===== config.mk =====
export PLATFORM = sky130hd
export DESIGN_NAME = lcs_scan_driver
export DESIGN_NICKNAME = d
export VERILOG_FILES = /design/src/shared/lcs_pkg.sv /design/src/shared/lcs_lvl_if.sv /design/src/rtl/lcs_level_sel.sv /design/src/rtl/lcs_scan_driver.sv
export SDC_FILE = /design/constraint.sdc
export NUM_CORES = 1
export LEC_CHECK = 0
export ABC_CLOCK_PERIOD_IN_PS = 11300
export BUFFER_PORTS_ARGS = -buffer_cell sky130_fd_sc_hd__buf_2
export CORE_ASPECT_RATIO = 1.2
export CORE_UTILIZATION = 40
export CTS_CLUSTER_SIZE = 40
export DETAILED_ROUTE_END_ITERATION = 6
export GPL_ROUTABILITY_DRIVEN = 0
export PLACE_DENSITY = 0.71
export SLEW_MARGIN = 20
export SYNTH_ARGS = -nofsm -noshare
export SYNTH_HDL_FRONTEND = slang
export SYNTH_HIERARCHICAL = 1
export SYNTH_SLANG_ARGS = --single-unit

===== constraint.sdc =====
create_clock -name i_clk_sys -period 11.3 [get_ports i_clk_sys]
set_input_delay 2.26 -clock i_clk_sys [delete_from_list [all_inputs] [get_ports i_clk_sys]]
set_output_delay 2.26 -clock i_clk_sys [all_outputs]
set_load 0.02 [all_outputs]

===== src/shared/lcs_pkg.sv =====
// Package: constants for the scan driver block
package lcs_pkg;
   // ***********************************************
   // Geometry
   // ***********************************************
   localparam int ROWS = 100;
   localparam int HALF = 50;
   localparam int BYP = 10;
   localparam int LVL_W = 2;
   // ***********************************************
   // Bias level codes on the row drive outputs
   // ***********************************************
   localparam logic [1:0] LVL_ONE = 2'h0;
   localparam logic [1:0] LVL_TWO = 2'h1;
   localparam logic [1:0] LVL_THREE = 2'h2;
   localparam logic [1:0] LVL_FOUR = 2'h3;
   // ***********************************************
   // Reset values and timing
   // ***********************************************
   localparam logic [ROWS-1:0] SR_RST = 100'h0;
   localparam int CLK_SYS_HZ = 20_000_000;
   localparam int SHIFT_CLK_MAX_HZ = 1_000_000;
   localparam int CYC_PER_SHIFT = CLK_SYS_HZ / SHIFT_CLK_MAX_HZ;
endpackage : lcs_pkg


===== src/shared/lcs_lvl_if.sv =====
// Interface: scan bits and frame controls to the level selector
`timescale 1ns/1ps
`default_nettype none
interface lcs_lvl_if;
   import lcs_pkg::*;
   logic [ROWS-1:0] row_bits;
   logic frame_ac_sync;
   logic output_blank_n;
   logic [ROWS-1:0][LVL_W-1:0] row_level;
   modport scan (output row_bits, output frame_ac_sync,
      output output_blank_n, input row_level);
   modport sel (input row_bits, input frame_ac_sync,
      input output_blank_n, output row_level);
endinterface : lcs_lvl_if
`default_nettype wire


===== src/rtl/lcs_level_sel.sv =====
// Level selector: per-row bias level from scan bit, frame and blanking
`timescale 1ns/1ps
`default_nettype none
module lcs_level_sel (
   input wire logic i_clk_sys,
   input wire logic i_rst,
   lcs_lvl_if.sel lvl
);
   import lcs_pkg::*;
   logic [ROWS-1:0][LVL_W-1:0] lvl_reg;
   logic [ROWS-1:0][LVL_W-1:0] lvl_next;

   // ***********************************************
   // Per-row selection
   // ***********************************************
   for (genvar g = 0; g < ROWS; g++) begin : g_row
      always_comb begin
         if (!lvl.output_blank_n) begin
            lvl_next[g] = LVL_ONE;
         end else begin
            unique case ({lvl.frame_ac_sync, lvl.row_bits[g]})
               2'h0: lvl_next[g] = LVL_TWO;
               2'h1: lvl_next[g] = LVL_FOUR;
               2'h2: lvl_next[g] = LVL_THREE;
               2'h3: lvl_next[g] = LVL_ONE;
            endcase
         end
      end
   end

   always_ff @(posedge i_clk_sys or posedge i_rst) begin
      if (i_rst) begin
         lvl_reg <= '0;
      end else begin
         lvl_reg <= lvl_next;
      end
   end

   assign lvl.row_level = lvl_reg;
endmodule : lcs_level_sel
`default_nettype wire


===== src/rtl/lcs_scan_driver.sv =====
// Scan driver top: two 50-bit bidirectional scan shifters and pins
`timescale 1ns/1ps
`default_nettype none
module lcs_scan_driver (
   input wire logic i_clk_sys,
   input wire logic i_rst,
   input wire logic i_shift_clock,
   input wire logic i_shift_dir_sel,
   input wire logic i_bypass_sel_low_half,
   input wire logic i_bypass_sel_high_half,
   input wire logic i_frame_ac_sync,
   input wire logic i_output_blank_n,
   input wire logic i_scan_io_first,
   input wire logic i_scan_io_low_end,
   input wire logic i_scan_io_high_start,
   input wire logic i_scan_io_last,
   output logic o_scan_io_first,
   output logic o_scan_io_first_oe,
   output logic o_scan_io_low_end,
   output logic o_scan_io_low_end_oe,
   output logic o_scan_io_high_start,
   output logic o_scan_io_high_start_oe,
   output logic o_scan_io_last,
   output logic o_scan_io_last_oe,
   output logic [lcs_pkg::ROWS-1:0][lcs_pkg::LVL_W-1:0] o_row_drive_out
);
   import lcs_pkg::*;

   // ***********************************************
   // Pin synchronisers
   // ***********************************************
   // Bit order: clk dir bl bh frame blank first lowend highstart last
   localparam int NSYNC = 10;
   logic [NSYNC-1:0] pins;
   logic [NSYNC-1:0] sync1_reg;
   logic [NSYNC-1:0] sync1_next;
   logic [NSYNC-1:0] sync2_reg;
   logic [NSYNC-1:0] sync2_next;
   logic clk_prev_reg;
   logic clk_prev_next;
   logic fall;
   logic clk_s, dir_s, bl_s, bh_s, frame_s, blank_s;
   logic in_first, in_low_end, in_high_start, in_last;

   assign pins = {i_shift_clock, i_shift_dir_sel, i_bypass_sel_low_half,
      i_bypass_sel_high_half, i_frame_ac_sync, i_output_blank_n,
      i_scan_io_first, i_scan_io_low_end, i_scan_io_high_start,
      i_scan_io_last};

   always_comb begin
      sync1_next = pins;
      sync2_next = sync1_reg;
      clk_prev_next = clk_s;
   end

   always_ff @(posedge i_clk_sys or posedge i_rst) begin
      if (i_rst) begin
         sync1_reg <= '0;
         sync2_reg <= '0;
         clk_prev_reg <= 1'b0;
      end else begin
         sync1_reg <= sync1_next;
         sync2_reg <= sync2_next;
         clk_prev_reg <= clk_prev_next;
      end
   end

   assign {clk_s, dir_s, bl_s, bh_s, frame_s, blank_s,
      in_first, in_low_end, in_high_start, in_last} = sync2_reg;
   // Data and clock share the same sync depth, so setup and hold carry over
   assign fall = clk_prev_reg & ~clk_s;

   // ***********************************************
   // Scan shifters
   // ***********************************************
   logic [ROWS-1:0] sr_reg;
   logic [ROWS-1:0] sr_next;

   always_comb begin
      sr_next = sr_reg;
      if (fall) begin
         if (!dir_s) begin
            // Skipped rows are cleared so they never select a row
            if (bl_s) begin
               sr_next[HALF-1:0] = {sr_reg[HALF-2:BYP], in_first,
                  {BYP{1'b0}}};
            end else begin
               sr_next[HALF-1:0] = {sr_reg[HALF-2:0], in_first};
            end
            sr_next[ROWS-1:HALF] = {sr_reg[ROWS-2:HALF],
               in_high_start};
         end else begin
            sr_next[HALF-1:0] = {in_low_end, sr_reg[HALF-1:1]};
            if (bh_s) begin
               sr_next[ROWS-1:HALF] = {{BYP{1'b0}}, in_last,
                  sr_reg[ROWS-BYP-1:HALF+1]};
            end else begin
               sr_next[ROWS-1:HALF] = {in_last,
                  sr_reg[ROWS-1:HALF+1]};
            end
         end
      end
   end

   // ***********************************************
   // Scan pin drive direction
   // ***********************************************
   logic [3:0] oe_reg;
   logic [3:0] oe_next;

   always_comb begin
      // Direction select is static, so one sync path is enough
      oe_next = dir_s ? 4'hA : 4'h5;
   end

   always_ff @(posedge i_clk_sys or posedge i_rst) begin
      if (i_rst) begin
         sr_reg <= SR_RST;
         oe_reg <= 4'h0;
      end else begin
         sr_reg <= sr_next;
         oe_reg <= oe_next;
      end
   end

   // oe bits: 3 first, 2 low end, 1 high start, 0 last
   assign o_scan_io_first = sr_reg[0];
   assign o_scan_io_low_end = sr_reg[HALF-1];
   assign o_scan_io_high_start = sr_reg[HALF];
   assign o_scan_io_last = sr_reg[ROWS-1];
   assign o_scan_io_first_oe = oe_reg[3];
   assign o_scan_io_low_end_oe = oe_reg[2];
   assign o_scan_io_high_start_oe = oe_reg[1];
   assign o_scan_io_last_oe = oe_reg[0];

   // ***********************************************
   // Level selection
   // ***********************************************
   lcs_lvl_if lvl_bus ();

   assign lvl_bus.row_bits = sr_reg;
   assign lvl_bus.frame_ac_sync = frame_s;
   assign lvl_bus.output_blank_n = blank_s;
   assign o_row_drive_out = lvl_bus.row_level;

   lcs_level_sel u_level_sel (
      .i_clk_sys(i_clk_sys),
      .i_rst(i_rst),
      .lvl(lvl_bus.sel)
   );
endmodule : lcs_scan_driver
`default_nettype wire


-- Word level (Yosys, flattened, before mapping)
Index checks and enable logic that the tools add are counted.
- register bits: 325
- bits of input ports: 12
- output and inout port bits: 208
- word-level logic and storage cells: 711
- equal/unequal tests: 300
- muxes and demuxes: 204
- bitwise gates (word level): 2
- reduce and logical (&&, ||, !) cells: 100
- operator list (operator ; count):
    case mux 2 bit (4 select lines) ; 100
    == test 2 bit, second input constant ; 200
    == test 2 x 1 -> 1 bit, second input constant ; 100
    zero test 2 bit ; 100
    two-way mux 2 bit ; 100
    two-way mux 100 bit ; 1
    two-way mux 50 bit ; 1
    two-way mux 11 bit ; 1
    two-way mux 4 bit ; 1
    bitwise AND 1 bit ; 1
    NOT 1 bit ; 1

-- Longest topological paths before layout
- depth after elaboration: 3
- mapped depth: 6
- depth with buffers taken out: 3

-- Modules after synthesis
Netlist, hierarchy kept.
- by module, submodules not included (module ; times used ; cells an instance ; area an instance (um^2) ; seq. area each (um^2)):
    lcs_scan_driver ; 1 ; 478 ; 5360.1 ; 3078.0
    lcs_level_sel ; 1 ; 424 ; 5022.3 ; 2527.4

-- Worst setup path after synthesis
OpenSTA, ideal clock, no wires.
- path type: register -> output
- from: register u_level_sel/lvl.row_level[190] (netlist name)
- to: output port o_row_drive_out[100] in the netlist's numbering
- arrival: 2.264 ns
- data required time: 9.040 ns
- path slack: 6.776 ns
- cell stages (with the launch flop): 2
- path buffers: 1
- path through: dfrtp_1 buf_4
- RTL lines (what ; RTL line ; source):
    to (decl) ; lcs_scan_driver.sv:25 ; output logic [lcs_pkg::ROWS-1:0][lcs_pkg::LVL_W-1:0] o_row_drive_out

==> run metrics <==
number of buffers created by CTS 23; Initial Util 40.77%; fin crit share 34.08%; fmax 259.7 MHz; antenna viol nets, final 0; most frequent cells in the layout 220 x dfrtp_1, 219 x buf_2, 100 x xor2_1, 100 x and2_1, 81 x o21ai_0; Peak supply drop 0.0001035 V; GRT overflow 0; drt wl/cell 13.43 um; Root Driver clkbuf_16; area occupied by registers 5618 sq um; initial DRC count 231; CP Cell Sequence buf_2; slew margin rel. 31.57%; share of layout cells above drive strength 1 27.57%; Residual DRC 0; crit path capture type output pin; Critical Path AT 1.59 ns; nets@finish 1,007; number of global-route vias before repair 5,751; io pins 220; Cells after Synth 902; GR Util All Layers 13.72%; initial antenna violation count 3; multi-input logic area 3506 sq um; final WL 18,030 um; RSZ-0062 raised after global routing false; syn_area_per_cell 11.51 sq um; IO buf count 219; count of max-cap constraint violations 0; Final Hold Fails 0; Post-Syn Area 10,380 sq um; CTS clk-pin slew, worst paths 0.06 ns; CP max-delay cell dfrtp_4; clock latency on the worst-skew pair 0.51 ns; largest net degree at the start of global routing 102; delay-heaviest family, CP flip-flops; Post-Syn Nets 914; Seq/Total Area, Yosys 53.99%; setup tns final 0 ns; commonest non-fill, non-tap cell in the layout dfrtp_1; Setup WS pre-CTS 7.315 ns; CP max stage delay 0.81 ns; setup repair bufs after CTS 0; drt first pass iters 4; Cell Area, Placed 10,700 sq um; post-route worst setup slack 7.449 ns; dpl hpwl 11,080 um; die area 26,610 sq um; Power Density 168.6 nW/um^2; Clock Path Buffers 3; CTS resizes 0; std cell rows 64; core area 25,460 sq um; Leak 5.895 nW; Seq cells post-synth 224; WP buf/inv 1; count of cell types in the netlist 25; clk sink count 224; final instance area 11,460 sq um; Setup CP Type flop to output pin; worst-path maximum fanout 100; fill cell count 2,372; status finished clean; Clock Skews 0.01952 ns; Tightest Pin Transition 1.026 ns; via count 6,177; Die H 178.5 um; Finish-stage setup viols 0; Hold Crit Class flop to flop; H-tree depth 1; P&R area growth vs syn 10.38%; crit path time final 3.851 ns; CTS tree built; Startpoint Class flop; worst path required time 9.04 ns; Die W 149.1 um; fin. max-slew vios 0; first-pass GRT wire length 29,550 um; Final Total Pwr 1.932 mW; Placed Cells incl. Taps 1,300; Synth Warn # 6; Cell Count, Final, Fillers Out 1,343; hold-fix buffers at CTS 0; max reg flops 101; DR vias/cell 4.599
[worst paths after layout]
kind                                                           from                                       end  slack (ns)  cells after the start
min reg2reg                                  sync1_reg[4]$_DFF_PP0_                    sync2_reg[4]$_DFF_PP0_        0.35                      0
max                        u_level_sel/lvl.row_level[190]$_DFF_PP0_                      o_row_drive_out[166]        7.45                      1
min                                          sync1_reg[4]$_DFF_PP0_                    sync2_reg[4]$_DFF_PP0_        0.35                      0
max reg2reg                                  sync2_reg[8]$_DFF_PP0_          lvl_bus.row_bits[98]$_DFFE_PP0P_        8.47                      4
max in group asynchronous                                     i_rst                    sync2_reg[4]$_DFF_PP0_        7.95                      3
min in group asynchronous                                     i_rst  u_level_sel/lvl.row_level[109]$_DFF_PP0_        1.81                      2
[layer usage]
metal | GRT usage (%) | up-vias | wire [um]
li1 | - | 2997 | -
met1 | 16.61 | 2947 | 7298
met2 | 24.57 | 196 | 9217
met3 | 2.711 | 33 | 1176
met4 | 3.784 | 4 | 309
met5 | 0 | - | 27
[report_power, final]
group | switching (mW) | leakage, nW | internal, mW
Clock | 0.301 | 0.373 | 0.445
Combinational | 0.160 | 2.62 | 0.0979
Sequential | 0.0617 | 2.90 | 0.865
Total | 0.523 | 5.89 | 1.41
[cells in the mapped netlist]
master    count  area share, %
buf_6         7           0.76
nand2b_4      1           0.13
buf_2        14           0.67
nor2b_1       4           0.24
nor2_8        1           0.19
nor3b_1       1          0.072
dfrtp_1     224             54
inv_1         3           0.11
buf_4       102            7.4
nor2_1       31            1.1
mux2i_1      79            7.6
buf_12        9            1.7
buf_8         6           0.87
a21o_1        1          0.072
o21ai_0      81            3.9
xor2_1      100            8.4
a221oi_1      2           0.17
clkbuf_1     20           0.72
a221oi_2      9            1.3
nand3b_1      8           0.58
a211oi_1      1          0.072
a211oi_2      1           0.12
and2_1      100            6.0
nand2_1      80            2.9
a21oi_1      17           0.82
[per-stage QoR]
step	util, %	hold WS, ns
finish	45.00	0.3485
global route	44.99	0.3505
CTS	44.98	0.3480
detailed placement	42.02	0.3346
global placement	42.02	0.3335
floorplan	-	0.3312
[cell type report]
type	count	area share (%)
inverter	3	0.1419
antenna	1	0.02184
tap	330	3.603
multi-input combinational	517	30.59
clock inverter	5	0.5022
sequential	224	49.02
clock buffer	37	6.092
timing repair buffer	226	10.02
[kinds of logic after synthesis]
family,after synthesis,share of synthesized area [%]
XOR/XNOR,100,8.436
flip-flops,224,53.99
AND/OR/NAND/NOR,226,11.26
AO/OA/AOI/OAI,112,6.459
multiplexers,79,7.616
buffers and inverters,161,12.24
Note: power is estimated with default switching activity, not from simulation.
